File: config.mk
export PLATFORM = sky130hd
export DESIGN_NAME = bsl_core
export DESIGN_NICKNAME = d
export VERILOG_FILES = /design/src/rtl/bsl_pkg.sv /design/src/rtl/bsl_sync.sv /design/src/rtl/bsl_core.sv
export SDC_FILE = /design/constraint.sdc
export NUM_CORES = 1
export LEC_CHECK = 0
export BUFFER_PORTS_ARGS = -buffer_cell sky130_fd_sc_hd__buf_2
export CORE_UTILIZATION = 45
export CTS_CLUSTER_DIAMETER = 40
export DETAILED_ROUTE_END_ITERATION = 10
export PLACE_DENSITY_LB_ADDON = 0.2
export SKIP_CTS_REPAIR_TIMING = 1
export SLEW_MARGIN = 40
export SYNTH_ARGS = -nofsm -noshare
export SYNTH_HDL_FRONTEND = slang
export SYNTH_SLANG_ARGS = --single-unit
File: constraint.sdc
create_clock -name ref_clk_in -period 6.5 [get_ports ref_clk_in]
set_input_delay 0.65 -clock ref_clk_in [delete_from_list [all_inputs] [get_ports ref_clk_in]]
set_output_delay 0.65 -clock ref_clk_in [all_outputs]
set_load 0.005 [all_outputs]
File: src/rtl/bsl_pkg.sv
// package for the burner sequence and lockout supervisor
// assumes a 200 MHz timebase clock and a one-second tick derived inside
package bsl_pkg;

  // clock rate and second tick
  localparam int unsigned CLK_HZ           = 200_000_000;
  localparam int unsigned TICK_CYCLES      = CLK_HZ;

  // period lengths in seconds, except LOCK_HOURS in hours
  localparam int unsigned VALID_S          = 2;
  localparam int unsigned HOLD_SHOW_S      = 5;
  localparam int unsigned HOLD_MAX_S       = 240;
  localparam int unsigned STBY_FLAME_S     = 40;
  localparam int unsigned STBY_PII_S       = 30;
  localparam int unsigned STBY_AIR_S       = 120;
  localparam int unsigned PURGE_MIN_S      = 2;
  localparam int unsigned PURGE_MAX_S      = 1800;
  localparam int unsigned FIRE_SW_MAX_S    = 300;
  localparam int unsigned AIR_CLOSE_S      = 10;
  localparam int unsigned PREIGN_S         = 3;
  localparam int unsigned PILOT_SETTLE_S   = 5;
  localparam int unsigned MAIN_STAB_S      = 5;
  localparam int unsigned LONG_SAFETY_S    = 5;
  localparam int unsigned SHORT_SAFETY_S   = 3;
  localparam int unsigned POSTPURGE_S      = 15;
  localparam int unsigned LOCK_HOURS       = 200;
  localparam int unsigned LOCK_HOURS_S     = LOCK_HOURS * 3600;

  // second counter width
  localparam int unsigned SEC_W            = 11;
  localparam int unsigned HOUR_W           = 20;

  // sequence states, gray along the normal path from validate through post-purge
  typedef enum logic [3:0] {
    BSL_ST_VALIDATE = 4'h0,
    BSL_ST_STANDBY  = 4'h1,
    BSL_ST_PURGE_HI = 4'h3,
    BSL_ST_PURGE    = 4'h2,
    BSL_ST_PURGE_LO = 4'h6,
    BSL_ST_PREIGN   = 4'h7,
    BSL_ST_SAFETY1  = 4'h5,
    BSL_ST_PILOT    = 4'h4,
    BSL_ST_MAIN     = 4'hc,
    BSL_ST_MAINSTAB = 4'hd,
    BSL_ST_RUN      = 4'hf,
    BSL_ST_POST     = 4'he,
    BSL_ST_HOLD     = 4'ha,
    BSL_ST_LOCKOUT  = 4'h8
  } bsl_state_t;

  // field inputs, all closed or present when high
  typedef struct packed {
    logic call_heat;
    logic burner_sw;
    logic limits;
    logic lockout_in;
    logic preign_ilk;
    logic airflow;
    logic hi_fire_sw;
    logic lo_fire_sw;
    logic flame;
    logic air_jumper;
  } bsl_field_t;

  // sensed output terminals, energized when high
  typedef struct packed {
    logic ign;
    logic pilot;
    logic ipilot;
    logic main;
  } bsl_sense_t;

  // driven outputs
  typedef struct packed {
    logic blower;
    logic ign;
    logic pilot;
    logic ipilot;
    logic main;
    logic drive_hi;
    logic drive_lo;
    logic alarm;
    logic hold;
  } bsl_drive_t;

endpackage

File: src/rtl/bsl_sync.sv
// two flip-flop synchroniser for a bus of field levels
// assumes inputs are asynchronous to ref_clk_in
`timescale 1ns/1ps
`default_nettype none
module bsl_sync #(
  parameter int unsigned W = 1
) (
  // clock and reset
  input  wire logic         ref_clk_in,
  input  wire logic         arst_n_in,
  // levels
  input  wire logic [W-1:0] async_in,
  output logic      [W-1:0] sync_out
);

  logic [W-1:0] meta_q;

  // first stage feeds only the second
  always_ff @(posedge ref_clk_in or negedge arst_n_in) begin
    if (!arst_n_in) begin
      meta_q   <= '0;
      sync_out <= '0;
    end else begin
      meta_q   <= async_in;
      sync_out <= meta_q;
    end
  end

endmodule
`default_nettype wire

File: src/rtl/bsl_core.sv
// burner sequence and safety lockout supervisor
// assumes field pins are asynchronous and arrive as closed/present high
`timescale 1ns/1ps
`default_nettype none
module bsl_core #(
  parameter int unsigned TICK_CYCLES = bsl_pkg::TICK_CYCLES
) (
  // clock and reset
  input  wire logic              ref_clk_in,
  input  wire logic              arst_n_in,
  // field pins and terminal sensing
  input  wire bsl_pkg::bsl_field_t field_in,
  input  wire bsl_pkg::bsl_sense_t sense_in,
  // supply monitor and card
  input  wire logic              supply_ok_in,
  input  wire logic              card_ok_in,
  input  wire logic [10:0]       card_purge_s_in,
  input  wire logic              int_fault_in,
  // jumpers and reset request
  input  wire logic [2:0]        jumpers_in,
  input  wire logic              lockout_reset_in,
  // outputs
  output bsl_pkg::bsl_drive_t    drive_out,
  output bsl_pkg::bsl_state_t    state_out
);

  localparam int unsigned FW = $bits(bsl_pkg::bsl_field_t);
  localparam int unsigned SW = $bits(bsl_pkg::bsl_sense_t);
  localparam int unsigned AW = FW + SW + 8;

  bsl_pkg::bsl_field_t fld;
  bsl_pkg::bsl_sense_t sns;
  logic                sup_ok;
  logic                card_ok;
  logic                ifault;
  logic [2:0]          jmp;
  logic                rst_req;
  logic [AW-1:0]       sync_o;

  // all pins except card_purge_s_in pass two flip-flops
  bsl_sync #(.W(AW)) u_sync (
    .ref_clk_in (ref_clk_in),
    .arst_n_in  (arst_n_in),
    .async_in   ({field_in, sense_in, supply_ok_in, card_ok_in, int_fault_in,
                  jumpers_in, lockout_reset_in, 1'b0}),
    .sync_out   (sync_o)
  );
  assign {fld, sns, sup_ok, card_ok, ifault, jmp, rst_req} = sync_o[AW-1:1];

  // one-second tick
  logic [31:0] div_q;
  logic        tick;
  assign tick = (div_q == TICK_CYCLES - 1);
  always_ff @(posedge ref_clk_in or negedge arst_n_in) begin
    if (!arst_n_in) div_q <= '0;
    else            div_q <= tick ? '0 : div_q + 32'h1;
  end

  bsl_pkg::bsl_state_t st_q, st_d;
  logic [10:0] sec_q;       // seconds in current state or phase
  logic [10:0] aux_q;       // secondary timer (fire switch, hold)
  logic [5:0]  pii_q;       // accumulated interlock open time
  logic [19:0] main_s_q;    // main valve operating seconds
  logic [2:0]  jmp_ref_q;
  logic        jmp_lock_q;
  logic        jmp_cap_q;
  logic        purge_cnt_q; // purge timing running
  logic [1:0]  settle_q;    // cycles since the last state change, saturating
  logic [1:0]  live_q;      // synchroniser filled after reset

  // the synchroniser comes out of reset at all zeros, which reads as a pulled
  // card, a bad supply and an open lockout input; the sequencer waits until
  // the first real pin levels have passed both flops, or every reset, mid-run
  // ones included, would end in an immediate lockout

  // timing jumpers
  wire [10:0] safety1_s = jmp_ref_q[0] ? 11'(bsl_pkg::LONG_SAFETY_S)
                                       : 11'(bsl_pkg::SHORT_SAFETY_S);
  wire [10:0] trial_s   = jmp_ref_q[1] ? 11'(bsl_pkg::LONG_SAFETY_S)
                                       : 11'(bsl_pkg::SHORT_SAFETY_S);
  wire        air_en    = ~jmp_ref_q[2];
  // purge card value clamped into its range
  wire [10:0] purge_s   = (card_purge_s_in < 11'(bsl_pkg::PURGE_MIN_S))
                          ? 11'(bsl_pkg::PURGE_MIN_S)
                          : (card_purge_s_in > 11'(bsl_pkg::PURGE_MAX_S))
                          ? 11'(bsl_pkg::PURGE_MAX_S) : card_purge_s_in;

  function automatic logic secs(input logic [10:0] n, input logic [10:0] lim);
    secs = (n >= lim);
  endfunction

  // terminal sensing trails each relay change by the output flop and the two
  // sync flops, so terminal checks wait three cycles after every state change;
  // without this every step that switches a relay would trip its own check
  wire                 sns_live = (settle_q == 2'h3);
  bsl_pkg::bsl_sense_t son;     // sensed energized, once settled
  bsl_pkg::bsl_sense_t soff;    // sensed de-energized, once settled
  assign son  = sns_live ? sns : '0;
  assign soff = sns_live ? bsl_pkg::bsl_sense_t'(~sns) : '0;

  // common checks
  wire any_out   = son.ign | son.pilot | son.ipilot | son.main;
  wire card_bad  = ~card_ok | ifault;
  wire jmp_bad   = jmp_lock_q & (jmp != jmp_ref_q);
  wire fire_path = fld.burner_sw & fld.limits;
  wire all_ok    = fld.call_heat & fire_path & fld.lockout_in & fld.preign_ilk
                   & sns_live & ~any_out & ~fld.flame
                   & (air_en ? ~fld.airflow : fld.air_jumper);

  // fault decode per state
  logic fault;
  always_comb begin
    fault = card_bad;
    unique case (st_q)
      bsl_pkg::BSL_ST_VALIDATE: fault = card_bad | jmp_bad;
      bsl_pkg::BSL_ST_HOLD:
        fault = card_bad | secs(aux_q, 11'(bsl_pkg::HOLD_MAX_S));
      bsl_pkg::BSL_ST_STANDBY:
        fault = card_bad | ~fld.lockout_in | any_out
              | (fld.flame & secs(sec_q, 11'(bsl_pkg::STBY_FLAME_S)))
              | (pii_q >= 6'(bsl_pkg::STBY_PII_S))
              | (air_en & secs(aux_q, 11'(bsl_pkg::STBY_AIR_S)));
      bsl_pkg::BSL_ST_PURGE_HI, bsl_pkg::BSL_ST_PURGE, bsl_pkg::BSL_ST_PURGE_LO:
        fault = card_bad | ~fld.preign_ilk | fld.flame | ~fld.lockout_in
              | any_out
              | (~fld.airflow & (purge_cnt_q | secs(sec_q, 11'(bsl_pkg::AIR_CLOSE_S))))
              | (~air_en & ~fld.air_jumper)
              | (st_q != bsl_pkg::BSL_ST_PURGE
                 & secs(aux_q, 11'(bsl_pkg::FIRE_SW_MAX_S)));
      bsl_pkg::BSL_ST_PREIGN:
        fault = card_bad | soff.ign | son.pilot | son.ipilot | son.main
              | ~fld.lockout_in | ~fld.airflow | ~fld.preign_ilk | fld.flame;
      bsl_pkg::BSL_ST_SAFETY1:
        fault = card_bad | soff.ign | soff.pilot | soff.ipilot | son.main
              | ~fld.lockout_in | ~fld.airflow | ~fld.lo_fire_sw
              | (~fld.flame & secs(sec_q, safety1_s));
      bsl_pkg::BSL_ST_PILOT:
        fault = card_bad | son.ign | soff.pilot | soff.ipilot | son.main
              | ~fld.lockout_in | ~fld.airflow | ~fld.lo_fire_sw | ~fld.flame;
      bsl_pkg::BSL_ST_MAIN, bsl_pkg::BSL_ST_MAINSTAB:
        fault = card_bad | son.ign | soff.ipilot | soff.main
              | (st_q == bsl_pkg::BSL_ST_MAIN ? soff.pilot : son.pilot)
              | ~fld.lockout_in | ~fld.airflow | ~fld.lo_fire_sw | ~fld.flame;
      bsl_pkg::BSL_ST_RUN:
        fault = card_bad | ~fld.flame | ~fld.lockout_in | ~fld.airflow
              | son.ign | son.pilot | soff.main;
      bsl_pkg::BSL_ST_POST: fault = card_bad | any_out;
      bsl_pkg::BSL_ST_LOCKOUT: fault = 1'b0;
      default: fault = 1'b1;
    endcase
  end

  // next state
  always_comb begin
    st_d = st_q;
    if (~live_q[1]) begin
      st_d = st_q;                                                      // pins not through yet
    end else if (st_q == bsl_pkg::BSL_ST_LOCKOUT) begin
      if (rst_req & ~jmp_bad) st_d = bsl_pkg::BSL_ST_VALIDATE;
    end else if (fault) begin
      st_d = bsl_pkg::BSL_ST_LOCKOUT;
    end else if (~sup_ok & st_q != bsl_pkg::BSL_ST_HOLD) begin
      st_d = bsl_pkg::BSL_ST_HOLD;
    end else begin
      unique case (st_q)
        bsl_pkg::BSL_ST_VALIDATE:
          if (secs(sec_q, 11'(bsl_pkg::VALID_S))) st_d = bsl_pkg::BSL_ST_STANDBY;
        bsl_pkg::BSL_ST_HOLD:
          if (sup_ok & secs(sec_q, 11'(bsl_pkg::HOLD_SHOW_S)))
            st_d = bsl_pkg::BSL_ST_VALIDATE;
        bsl_pkg::BSL_ST_STANDBY:
          if (all_ok) st_d = bsl_pkg::BSL_ST_PURGE_HI;
        bsl_pkg::BSL_ST_PURGE_HI:
          if (fld.airflow & fld.hi_fire_sw) st_d = bsl_pkg::BSL_ST_PURGE;
        bsl_pkg::BSL_ST_PURGE:
          if (secs(sec_q, purge_s)) st_d = bsl_pkg::BSL_ST_PURGE_LO;
        bsl_pkg::BSL_ST_PURGE_LO:
          if (fld.lo_fire_sw) st_d = bsl_pkg::BSL_ST_PREIGN;
        bsl_pkg::BSL_ST_PREIGN:
          if (secs(sec_q, 11'(bsl_pkg::PREIGN_S))) st_d = bsl_pkg::BSL_ST_SAFETY1;
        bsl_pkg::BSL_ST_SAFETY1:
          if (fld.flame & secs(sec_q, safety1_s)) st_d = bsl_pkg::BSL_ST_PILOT;
        bsl_pkg::BSL_ST_PILOT:
          if (secs(sec_q, 11'(bsl_pkg::PILOT_SETTLE_S))) st_d = bsl_pkg::BSL_ST_MAIN;
        bsl_pkg::BSL_ST_MAIN:
          if (secs(sec_q, trial_s)) st_d = bsl_pkg::BSL_ST_MAINSTAB;
        bsl_pkg::BSL_ST_MAINSTAB:
          if (secs(sec_q, 11'(bsl_pkg::MAIN_STAB_S))) st_d = bsl_pkg::BSL_ST_RUN;
        bsl_pkg::BSL_ST_RUN:
          if (~(fld.call_heat & fire_path)) st_d = bsl_pkg::BSL_ST_POST;
        bsl_pkg::BSL_ST_POST:
          if (secs(sec_q, 11'(bsl_pkg::POSTPURGE_S))) st_d = bsl_pkg::BSL_ST_STANDBY;
        default: st_d = st_q;
      endcase
    end
  end

  wire changed = (st_d != st_q);
  wire sat_sec = &sec_q;

  // settle counter for terminal checks and start-up fill of the synchroniser
  always_ff @(posedge ref_clk_in or negedge arst_n_in) begin
    if (!arst_n_in) begin
      settle_q <= '0;
      live_q   <= '0;
    end else begin
      settle_q <= changed ? 2'h0 : settle_q + 2'((settle_q != 2'h3) ? 1 : 0);
      live_q   <= {live_q[0], 1'b1};
    end
  end

  // state and phase timers
  always_ff @(posedge ref_clk_in or negedge arst_n_in) begin
    if (!arst_n_in) begin
      st_q        <= bsl_pkg::BSL_ST_VALIDATE;
      sec_q       <= '0;
      purge_cnt_q <= 1'b0;
    end else begin
      st_q        <= st_d;
      sec_q       <= changed ? '0 : sec_q + 11'((tick & ~sat_sec) ? 1 : 0);
      purge_cnt_q <= (st_d == bsl_pkg::BSL_ST_PURGE) | (st_d == bsl_pkg::BSL_ST_PURGE_LO);
    end
  end

  // aux timer: hold time, fire switch wait, standby airflow closed time
  logic aux_run;
  assign aux_run = (st_q == bsl_pkg::BSL_ST_HOLD)
                 | (st_q == bsl_pkg::BSL_ST_PURGE_HI & ~fld.hi_fire_sw)
                 | (st_q == bsl_pkg::BSL_ST_PURGE_LO & ~fld.lo_fire_sw)
                 | (st_q == bsl_pkg::BSL_ST_STANDBY & fld.airflow & fire_path);
  always_ff @(posedge ref_clk_in or negedge arst_n_in) begin
    if (!arst_n_in) aux_q <= '0;
    else if (changed) aux_q <= '0;                                     // fresh count per state
    else if (~aux_run & st_q == bsl_pkg::BSL_ST_STANDBY) aux_q <= '0;
    else if (aux_run & tick & ~&aux_q) aux_q <= aux_q + 11'h1;
  end

  // accumulated interlock open time in standby
  always_ff @(posedge ref_clk_in or negedge arst_n_in) begin
    if (!arst_n_in) pii_q <= '0;
    else if (st_q != bsl_pkg::BSL_ST_STANDBY) pii_q <= '0;
    else if (~fld.preign_ilk & tick & ~&pii_q) pii_q <= pii_q + 6'h1;
  end

  // jumper capture at startup, locked after main valve hours
  wire main_on = (st_q == bsl_pkg::BSL_ST_MAIN) | (st_q == bsl_pkg::BSL_ST_MAINSTAB)
               | (st_q == bsl_pkg::BSL_ST_RUN);
  always_ff @(posedge ref_clk_in or negedge arst_n_in) begin
    if (!arst_n_in) begin
      jmp_ref_q  <= '0;
      jmp_cap_q  <= 1'b0;
      jmp_lock_q <= 1'b0;
      main_s_q   <= '0;
    end else begin
      jmp_cap_q <= 1'b1;
      if (~jmp_lock_q & (~jmp_cap_q | st_q == bsl_pkg::BSL_ST_VALIDATE)) jmp_ref_q <= jmp;
      if (main_on & tick & ~jmp_lock_q) main_s_q <= main_s_q + 20'h1;
      if (main_s_q >= 20'(bsl_pkg::LOCK_HOURS_S)) jmp_lock_q <= 1'b1;
    end
  end

  // registered outputs
  bsl_pkg::bsl_drive_t drv_d;
  always_comb begin
    drv_d          = '0;
    drv_d.blower   = (st_d != bsl_pkg::BSL_ST_VALIDATE) & (st_d != bsl_pkg::BSL_ST_HOLD)
                   & (st_d != bsl_pkg::BSL_ST_STANDBY) & (st_d != bsl_pkg::BSL_ST_LOCKOUT);
    drv_d.drive_hi = (st_d == bsl_pkg::BSL_ST_PURGE_HI) | (st_d == bsl_pkg::BSL_ST_PURGE);
    drv_d.drive_lo = (st_d == bsl_pkg::BSL_ST_PURGE_LO) | (st_d == bsl_pkg::BSL_ST_PREIGN)
                   | (st_d == bsl_pkg::BSL_ST_SAFETY1) | (st_d == bsl_pkg::BSL_ST_PILOT)
                   | (st_d == bsl_pkg::BSL_ST_MAIN) | (st_d == bsl_pkg::BSL_ST_MAINSTAB)
                   | (st_d == bsl_pkg::BSL_ST_POST);
    drv_d.ign      = (st_d == bsl_pkg::BSL_ST_PREIGN) | (st_d == bsl_pkg::BSL_ST_SAFETY1);
    drv_d.pilot    = (st_d == bsl_pkg::BSL_ST_SAFETY1) | (st_d == bsl_pkg::BSL_ST_PILOT)
                   | (st_d == bsl_pkg::BSL_ST_MAIN);
    drv_d.ipilot   = drv_d.pilot | (st_d == bsl_pkg::BSL_ST_MAINSTAB);
    drv_d.main     = (st_d == bsl_pkg::BSL_ST_MAIN) | (st_d == bsl_pkg::BSL_ST_MAINSTAB)
                   | (st_d == bsl_pkg::BSL_ST_RUN);
    drv_d.alarm    = (st_d == bsl_pkg::BSL_ST_LOCKOUT);
    drv_d.hold     = (st_d == bsl_pkg::BSL_ST_HOLD);
  end

  always_ff @(posedge ref_clk_in or negedge arst_n_in) begin
    if (!arst_n_in) begin
      drive_out <= '0;
      state_out <= bsl_pkg::BSL_ST_VALIDATE;
    end else begin
      drive_out <= drv_d;
      state_out <= st_d;
    end
  end

endmodule
`default_nettype wire

# --- After elaboration in Yosys (flattened, before gate mapping) ---
# Cells that the tools add are included.
classes:
  n_addsub: 6
  mul: 0
  n_div: 0
  order_cmp: 16
  n_eq_ne: 36
  n_shift: 0
  n_mux: 38
  bitwise_logic: 129
  reduce_logical: 11
ops:
  columns: ["cell", "n"]
  rows:
  - ["$mux W4", 20]
  - ["$or A1 B1 Y1", 76]
  - ["$mux W11", 6]
  - ["$pmux W4 S13", 1]
  - ["$eq A4 B4 Y1 const B", 12]
  - ["$and A1 B1 Y1", 36]
  - ["$add A32 B1 Y32 const B", 1]
  - ["$eq A32 B28 Y1 const B", 1]
  - ["$eq A4 B3 Y1 const B", 8]
  - ["$mux W32", 1]
  - ["$ge A11 B2 Y1 const B", 2]
  - ["$ge A11 B3 Y1", 2]
  - ["$ge A11 B4 Y1 const B", 2]
  - ["$reduce_and A11 Y1", 2]
  - ["$add A20 B1 Y20 const B", 1]
  - ["$ge A20 B20 Y1 const B", 1]
  - ["$eq A4 B2 Y1 const B", 4]
  - ["$not A1 Y1", 16]
  - ["$mux W6", 2]
  - ["$ne A4 B4 Y1 const B", 3]
  - ["$add A11 B1 Y11", 1]
  - ["$add A11 B1 Y11 const B", 1]
  - ["$ge A11 B11 Y1", 1]
  - ["$ge A11 B3 Y1 const B", 1]
  - ["29 further kinds", 35]
word_totals:
  ff_bits: 145
  latchBits: 0
  ramBits: 0
  romBits: 0
  in_bits: 34
  out_inout_bits: 13
  wordCells: 259
  mem_count: 0

# --- Logic depth before layout (Yosys ltp) ---
# Gate-level depths: netlist of run 1.
depth:
  word_depth: 22
  depth_mapped: 14
  depth_no_buf: 13

# --- Hierarchy ---
# A second synthesis of run 1 with hierarchy kept.
unflattened:
  hier_cells: 694
  hier_area_um2: 7209.4
modules_own_cells:
  columns: ["mod", "instances", "cells_per_inst", "area_per_inst_um2", "seq_area_each_um2"]
  rows:
  - ["bsl_core", 1, 650, 6108.4, 2552.4]
  - ["bsl_sync", 1, 44, 1101.1, 1101.1]

# --- Worst setup path after synthesis of run 1 ---
# Ideal clock, no wire load.
synth_path:
  path_type: "input to register"
  from: "input card_purge_s_in[7]"
  to: "register aux_q[3]"
  setup_ps: 80
  t_arrival_ps: 3181
  path_slack_ps: 3239
  path_stages: 14
  path_cell_list: "nor4_1 -> nand2_1 -> nand4_1 -> nand2_1 -> ha_1 -> a211oi_1 -> nor2_1 -> o22a_1 -> o2111a_1 -> o41ai_1 -> a21o_1 -> o211ai_4 -> buf_6 -> nor3_2"
synth_between:
  elab_chain_cells: 12
synth_lines:
  columns: ["element", "line", "text"]
  rows:
  - ["start, declared", "bsl_core.sv:17", "input wire logic [10:0] card_purge_s_in,"]
  - ["$gt A11 B11 Y1", "bsl_core.sv:85", ": (card_purge_s_in > 11'(bsl_pkg::PURGE_MAX_S))"]
  - ["$mux W11", "bsl_core.sv:86", "? 11'(bsl_pkg::PURGE_MAX_S) : card_purge_s_in;"]
  - ["$mux W11 (*)", "bsl_core.sv:84", "? 11'(bsl_pkg::PURGE_MIN_S)"]
  - ["$ge A11 B11 Y1 (*)", "bsl_core.sv:89", "secs = (n >= lim);"]
  - ["$mux W4 (*)", "bsl_core.sv:176", "if (secs(sec_q, purge_s)) st_d = bsl_pkg::BSL_ST_PURGE_LO;"]
  - ["$pmux W4 S13 (*)", "bsl_core.sv:165", "unique case (st_q)"]
  - ["$mux W4 (*)", "bsl_core.sv:162", "end else if (~sup_ok & st_q != bsl_pkg::BSL_ST_HOLD) begin"]
  - ["$mux W4 (*)", "bsl_core.sv:160", "end else if (fault) begin"]
  - ["$mux W4 (*)", "bsl_core.sv:158", "end else if (st_q == bsl_pkg::BSL_ST_LOCKOUT) begin"]
  - ["$mux W4 (*)", "bsl_core.sv:156", "if (~live_q[1]) begin"]
  - ["$ne A4 B4 Y1 (*)", "bsl_core.sv:198", "wire changed = (st_d != st_q);"]
  - ["$reduce_bool A3 Y1 (no line) / $mux W11 (equally long branches)", null, null]
  - ["end signal, assigned", "bsl_core.sv:235", "else if (aux_run & tick & ~&aux_q) aux_q <= aux_q + 11'h1;"]
  - ["end, declared", "bsl_core.sv:61", "logic [10:0] aux_q;"]
# Every way passes the cells marked *; elsewhere a longest branch is shown, timed or not.
# A chain may end at the register's enable or synchronous reset.

==> metrics.txt, run 1 <==
Die ar. 17,200 um^2; clock skew ~0.012 ns; initial antenna violation count 0; # DRC 0; Seq/Total Area, Yosys approximately half; Initial DRC Count between 500 and 600; largest net degree at the start of global routing 78; P_leak ~3.7 nW; Area growth, synth to finish 13.6%; Initial DRT Pass Iterations 5; FF-to-FF setup slack ~2.8 ns; number of synthesized flops with an enable pin 0; GRT Util Overall 20.7%; Synth area leaders dfrtp_1 (48%), xnor2_1 (5.5%), ha_1 (4.0%), nand3_1 (2.9%), xor2_1 (2.7%); VDD IR max between 0.2 and 0.25 mV; RSZ-0062 raised after global routing no; post-layout util a little over half; Sequential cell area 3600 um^2; clk_lat worst skew roughly 0.42 ns; most numerous cell in the Yosys netlist dfrtp_1; Worst Setup End Kind register; Die H around 130 um; Worst Tran Pin Value 0.836 ns; H-tree levels 4; hold crit path type in -> async; # diodes 0; via count between 5,000 and 6,000; vias per cell 5.59; # rows 46; Tcrit/Tclk final between 50% and 60%; first-pass GRT wire length about 27,000 um; kind of start point of the critical path register; unique cell type count in the Yosys netlist 83; Initial Util between 40% and 50%; WS Path Type reg -> reg; post-synth top area share 48.1%; Fmax between 200 and 300 MHz; FF-to-FF Start state_out[3]; Cell Area, Synth around 7500 um^2; crit path max fanout 20; run status completed; CTS Sinks ~140; total CTS buffers 17; antenna viol nets, final 0; setup_tns 0 ns; # IOs 47; Root Driver clkbuf_16; synth warn 0; Clock Path Buffers 2; Top FF cell, synth dfrtp_1; multi-input combinational cell area 3620 um^2; WL per Instance between 15 and 20 um; syn nets 776; die width 131 um; relative slew slack between 40 and 50%; grt total ovfl 0; Synth area leader dfrtp_1; worst r2r path cells 10; Cells after Synth a little over 700; Routability Congestion between 0.9 and 1; final setup vio count 0; CP arrival 3.94 ns; layout cells sized above 1 17.6%; Final Max Tran Viols 0; Hold Fails Final Rpt 0; most frequent cells after synthesis dfrtp_1 (144), nand2_1 (53), nor2_1 (50), xnor2_1 (47), nand3_1 (44); post-synthesis register bit count around 140; CP required slightly below 7 ns; HPWL Detailed roughly 11,000 um; nets 825; core area 16,100 um^2; Clock Pin Slew Worst Setup and Hold Paths approximately 0.060 ns; asr flop ratio synth 100%; fillers between 1,000 and 1,500; CTS tree yes; max_cap viols 0; vias in the first global route around 5,500; Mean Syn Cell Area ~10 um^2; Pwr per Cell Area slightly above 300 nW/um^2; Port Buffers 46; reg2reg end aux_q[2]; wirelength, routed around 16,000 um; Tmin final between 3 and 4 ns
## layout by cell type (no fill, tap or decap), types with 4 or more instances in the layout
cell / instances
a211oi_1: 8
a21oi_1: 19
a31oi_1: 4
a41oi_1: 4
and3_1: 17
and4_1: 5
buf_2: 45
buf_4: 4
buf_6: 4
clkbuf_1: 4
clkbuf_16: 17
dfrtp_1: 143
ha_1: 24
inv_1: 30
inv_2: 6
nand2_1: 53
nand2b_1: 8
nand3_1: 44
nand4_1: 32
nor2_1: 50
nor2b_1: 7
nor3_1: 21
nor3_2: 20
nor3b_1: 4
nor4_1: 9
o2111ai_1: 5
o211ai_1: 8
o21ai_0: 20
o21ai_1: 4
o31ai_1: 4
or3_1: 6
xnor2_1: 47
xor2_1: 23
## power breakdown
| part | switching, mW | total, mW | internal, mW |
|---|---|---|---|
| registers | 0.0680 | 1.01 | 0.943 |
| clock network | 0.360 | 0.945 | 0.584 |
| logic | 0.393 | 0.609 | 0.216 |
## flip-flops by register name (all words and copies together), names as in the netlist
signal and flops:
pii_q 6, u_sync.meta_q 21, live_q 2, main_s_q 20, div_q 32, jmp_lock_q 1, drive_out 9, state_out 4
jmp_ref_q 3, sec_q 11, settle_q 2, u_sync.sync_out 21, purge_cnt_q 1, aux_q 11
## layout make-up
class | instances | area share, %
flip-flops and latches | 144 | 42.4
clock buffers | 23 | 5.50
well taps | 216 | 3.18
clock inverters | 9 | 1.27
repair buffers | 53 | 3.53
multi-input cells | 515 | 42.5
inverters | 36 | 1.59
## metal layers
metal  global-route usage (%)  vias to the layer above  share of wire (%)
li1                         -                     2679                  -
met1                     29.3                     2714                 47
met2                     30.8                      143                 46
met3                     3.83                       29                4.4
met4                     9.33                        0                2.4
met5                        0                        -                  0
## per-stage QoR
| stage | hold WS [ns] | cells | total power [mW] | cell area [um^2] | setup WS [ns] |
|---|---|---|---|---|---|
| 4_1_cts | 0.289 | 996 | 2.58 | 8500 | 2.79 |
| 2_1_floorplan | 0.331 | 718 | 1.47 | 7480 | 3.24 |
| 3_3_place_gp | 0.334 | 962 | 1.59 | 7890 | 2.62 |
| 5_1_grt | 0.314 | 996 | 2.69 | 8500 | 2.70 |
| 6_report | 0.268 | 996 | 2.57 | 8500 | 2.84 |
| 3_5_place_dp | 0.335 | 964 | 1.63 | 7920 | 2.52 |
## logic make-up (layout without fill, tap and decap cells)
family / count (synthesis) / count (layout) / share of synthesized area [%]
other: 1 / 1 / 0.0501
adder cells (fa/ha/maj): 24 / 24 / 4.01
multiplexers: 2 / 2 / 0.284
buffers and inverters: 59 / 121 / 3.63
XOR/XNOR: 70 / 70 / 8.19
flip-flops: 144 / 144 / 48.1
AO/OA/AOI/OAI: 110 / 110 / 11.2
AND/OR/NAND/NOR: 308 / 308 / 24.5
## worst max-delay path by stage
stage	end	start	slack, ns
floorplan	aux_q[3]	card_purge_s_in[7]	3.24
global placement	aux_q[10]	card_purge_s_in[7]	2.62
detailed placement	aux_q[0]	card_purge_s_in[7]	2.52
CTS	aux_q[0]	state_out[1]	2.79
global route	aux_q[0]	card_purge_s_in[7]	2.70
finish	aux_q[2]	state_out[3]	2.84
## worst max-delay path, cell delays in order (launching register included)
cell and delay [ns]:
dfrtp_1 0.59, nor2_1 0.38, nand3_1 0.35, nor4_1 0.51, nor4_1 0.15, or4b_2 0.66, a21o_1 0.22, o211ai_4 0.17
buf_6 0.22, buf_6 0.17, nor3_1 0.07
(Power assumes the default switching activity.)
==> run 2: changes to the inputs <==
Clock period 6.5 ns to 3.4 ns, I/O delays scaled along.
==> run 2 against run 1 <==
  * Final cell count rose by 4.2%
  * Sequential cell count did not move
  * Register-to-register slack got worse by 2.7 ns
  * Largest cell class unchanged
==> metrics.txt, run 2 (same netlist as run 1, synthesis figures left out) <==
final setup vio count 0 (unchanged); CP required 3.70 ns (-3.08 ns); Worst Tran Pin Value 0.710 ns (-0.125 ns); worst slack, placed -0.0625 ns (-2.58 ns); design area 8860 um^2 (+4.1%); RSZ-0062 raised after global routing no; crit path max fanout 14 (-30%); vias in the first global route 5,763 (+5.2%); Sequential cell area 3600 um^2 (about the same); via count 5,836 (+4.9%); # rows 46 (unchanged); most frequent cells in the layout dfrtp_1 (144), nand2_1 (53), nor2_1 (50); Initial DRT Pass Iterations 5 (unchanged); # diodes 0 (unchanged); WS Path Type reg -> reg; power consumption 5.14 mW (+100%); wirelength, routed 17,600 um (+9.7%); VDD IR max 0.377 mV (+77%); initial antenna violation count 0 (unchanged); CTS tree yes; Port Buffers 46 (unchanged); antenna viol nets, final 0 (unchanged); most repeated library cell on the critical path buf_4; post-layout util 55.2% (+2.2 points); Final Max Tran Viols 0 (unchanged); Pwr per Cell Area 581 nW/um^2 (+92%); Initial Util 46.6% (unchanged); first-pass GRT wire length 28,900 um (+5.8%); Initial DRC Count 369 (-32%); layout cells sized above 1 22.0% (+4.5 points); vias per cell 5.62 (+0.63%); H-tree levels 4 (unchanged); Clock Pin Slew Worst Setup and Hold Paths 0.06 ns (about the same); largest net degree at the start of global routing 93 (+19%); largest register by flop count div_q; CP cell instances nand2_1 > buf_4 > o41ai_2 > nor3b_1 > or4_4 > and3b_4 > a31o_1 > o211ai_4 > buf_4 > nor3_1; Tmin final 3.24 ns (-0.420 ns); number of flip-flops in the largest register 32 (unchanged); hold crit path type in -> reg; Worst Setup End Kind register; P_leak 3.95 nW (+5.7%); max_cap viols 0 (unchanged); Die H 131 um (unchanged); clk_lat worst skew 0.42 ns (about the same); Routability Congestion 0.909 (about the same); CP peak stage delay 0.62 ns (-0.04 ns); clock skew 0.00696 ns (-0.00544 ns); nets 867 (+5.1%); kind of start point of the critical path register; grt total ovfl 0 (unchanged); cell area after placement 8230 um^2 (+3.9%); Die ar. 17,200 um^2 (unchanged); core area 16,100 um^2 (unchanged); relative slew slack 52.6% (+8.3 points); multi-input combinational cell area 3610 um^2 (-0.24%); post-route setup slack 0.163 ns (-2.68 ns); Fmax 309 MHz (+13%); biggest regs div_q x32, u_sync.meta_q x21, u_sync.sync_out x21; HPWL Detailed 13,000 um (+14%); run status completed; WL per Instance 16.9 um (+5.2%); CP arrival 3.54 ns (-0.40 ns); # DRC 0 (unchanged); Tcrit/Tclk final 95.2% (+39 points); CTS Sinks 144 (unchanged); GRT Util Overall 22.1% (+1.5 points); # IOs 47 (unchanged); Root Driver clkbuf_16; die width 131 um (unchanged); most common cell after layout, fill and taps aside dfrtp_1; fillers 1,419 (-1.5%); Area growth, synth to finish 18.3%; slowest CP cell dfrtp_1; Clock Path Buffers 2 (unchanged); Hold Fails Final Rpt 0 (unchanged); total CTS buffers 17 (unchanged)
run 2: per-stage QoR:
step / std cells / hold slack, ns / TNS, ns
floorplan: 718 / 0.0444 / 0
finish: 1038 / 0.0228 / 0
detailed placement: 1004 / 0.336 / -0.736
global route: 1038 / 0.00343 / 0
global placement: 1004 / 0.333 / 0
CTS: 1036 / -0.000894 / 0
run 2: worst max-delay path: cells and delay by family (launching register included):
| kind | cells | cell delay (ns) |
|---|---|---|
| flops | 1 | 0.62 |
| buf+inv | 2 | 0.40 |
| compound gates | 3 | 0.93 |
| simple gates | 5 | 1.15 |
run 2: layout make-up:
cell class                      count  area share, %
Sequential cell                   144           40.7
Clock buffer                       17           4.80
Clock inverter                     15           1.98
Tap cell                          216           3.05
Multi-Input combinational cell    515           40.8
Timing Repair Buffer               95           7.20
Inverter                           36           1.53
run 2: power breakdown:
group	switching, mW	internal [mW]
sequential	0.115	1.80
clock	0.766	1.10
combinational	0.816	0.543
run 2: path summary, 6_finish.rpt:
kind | start | endpoint | slack [ns] | cells after the start
max | state_out[3] | aux_q[0] | 0.16 | 10
min | jumpers_in[2] | u_sync.meta_q[4] | 0.02 | 1
max reg2reg | state_out[3] | aux_q[0] | 0.16 | 10
min reg2reg | u_sync.meta_q[5] | u_sync.sync_out[5] | 0.34 | 0
max in group asynchronous | arst_n_in | sec_q[5] | 2.12 | 3
min in group asynchronous | arst_n_in | div_q[24] | 0.53 | 2
run 2: layer usage:
metal | GRT usage, % | part of all wire (%) | up-vias
met4 | 7.30 | 1.6 | 0
met3 | 4.32 | 3.9 | 27
met1 | 30.5 | 47 | 2876
met2 | 35.2 | 48 | 164
li1 | - | - | 2769
met5 | 0 | 0 | -
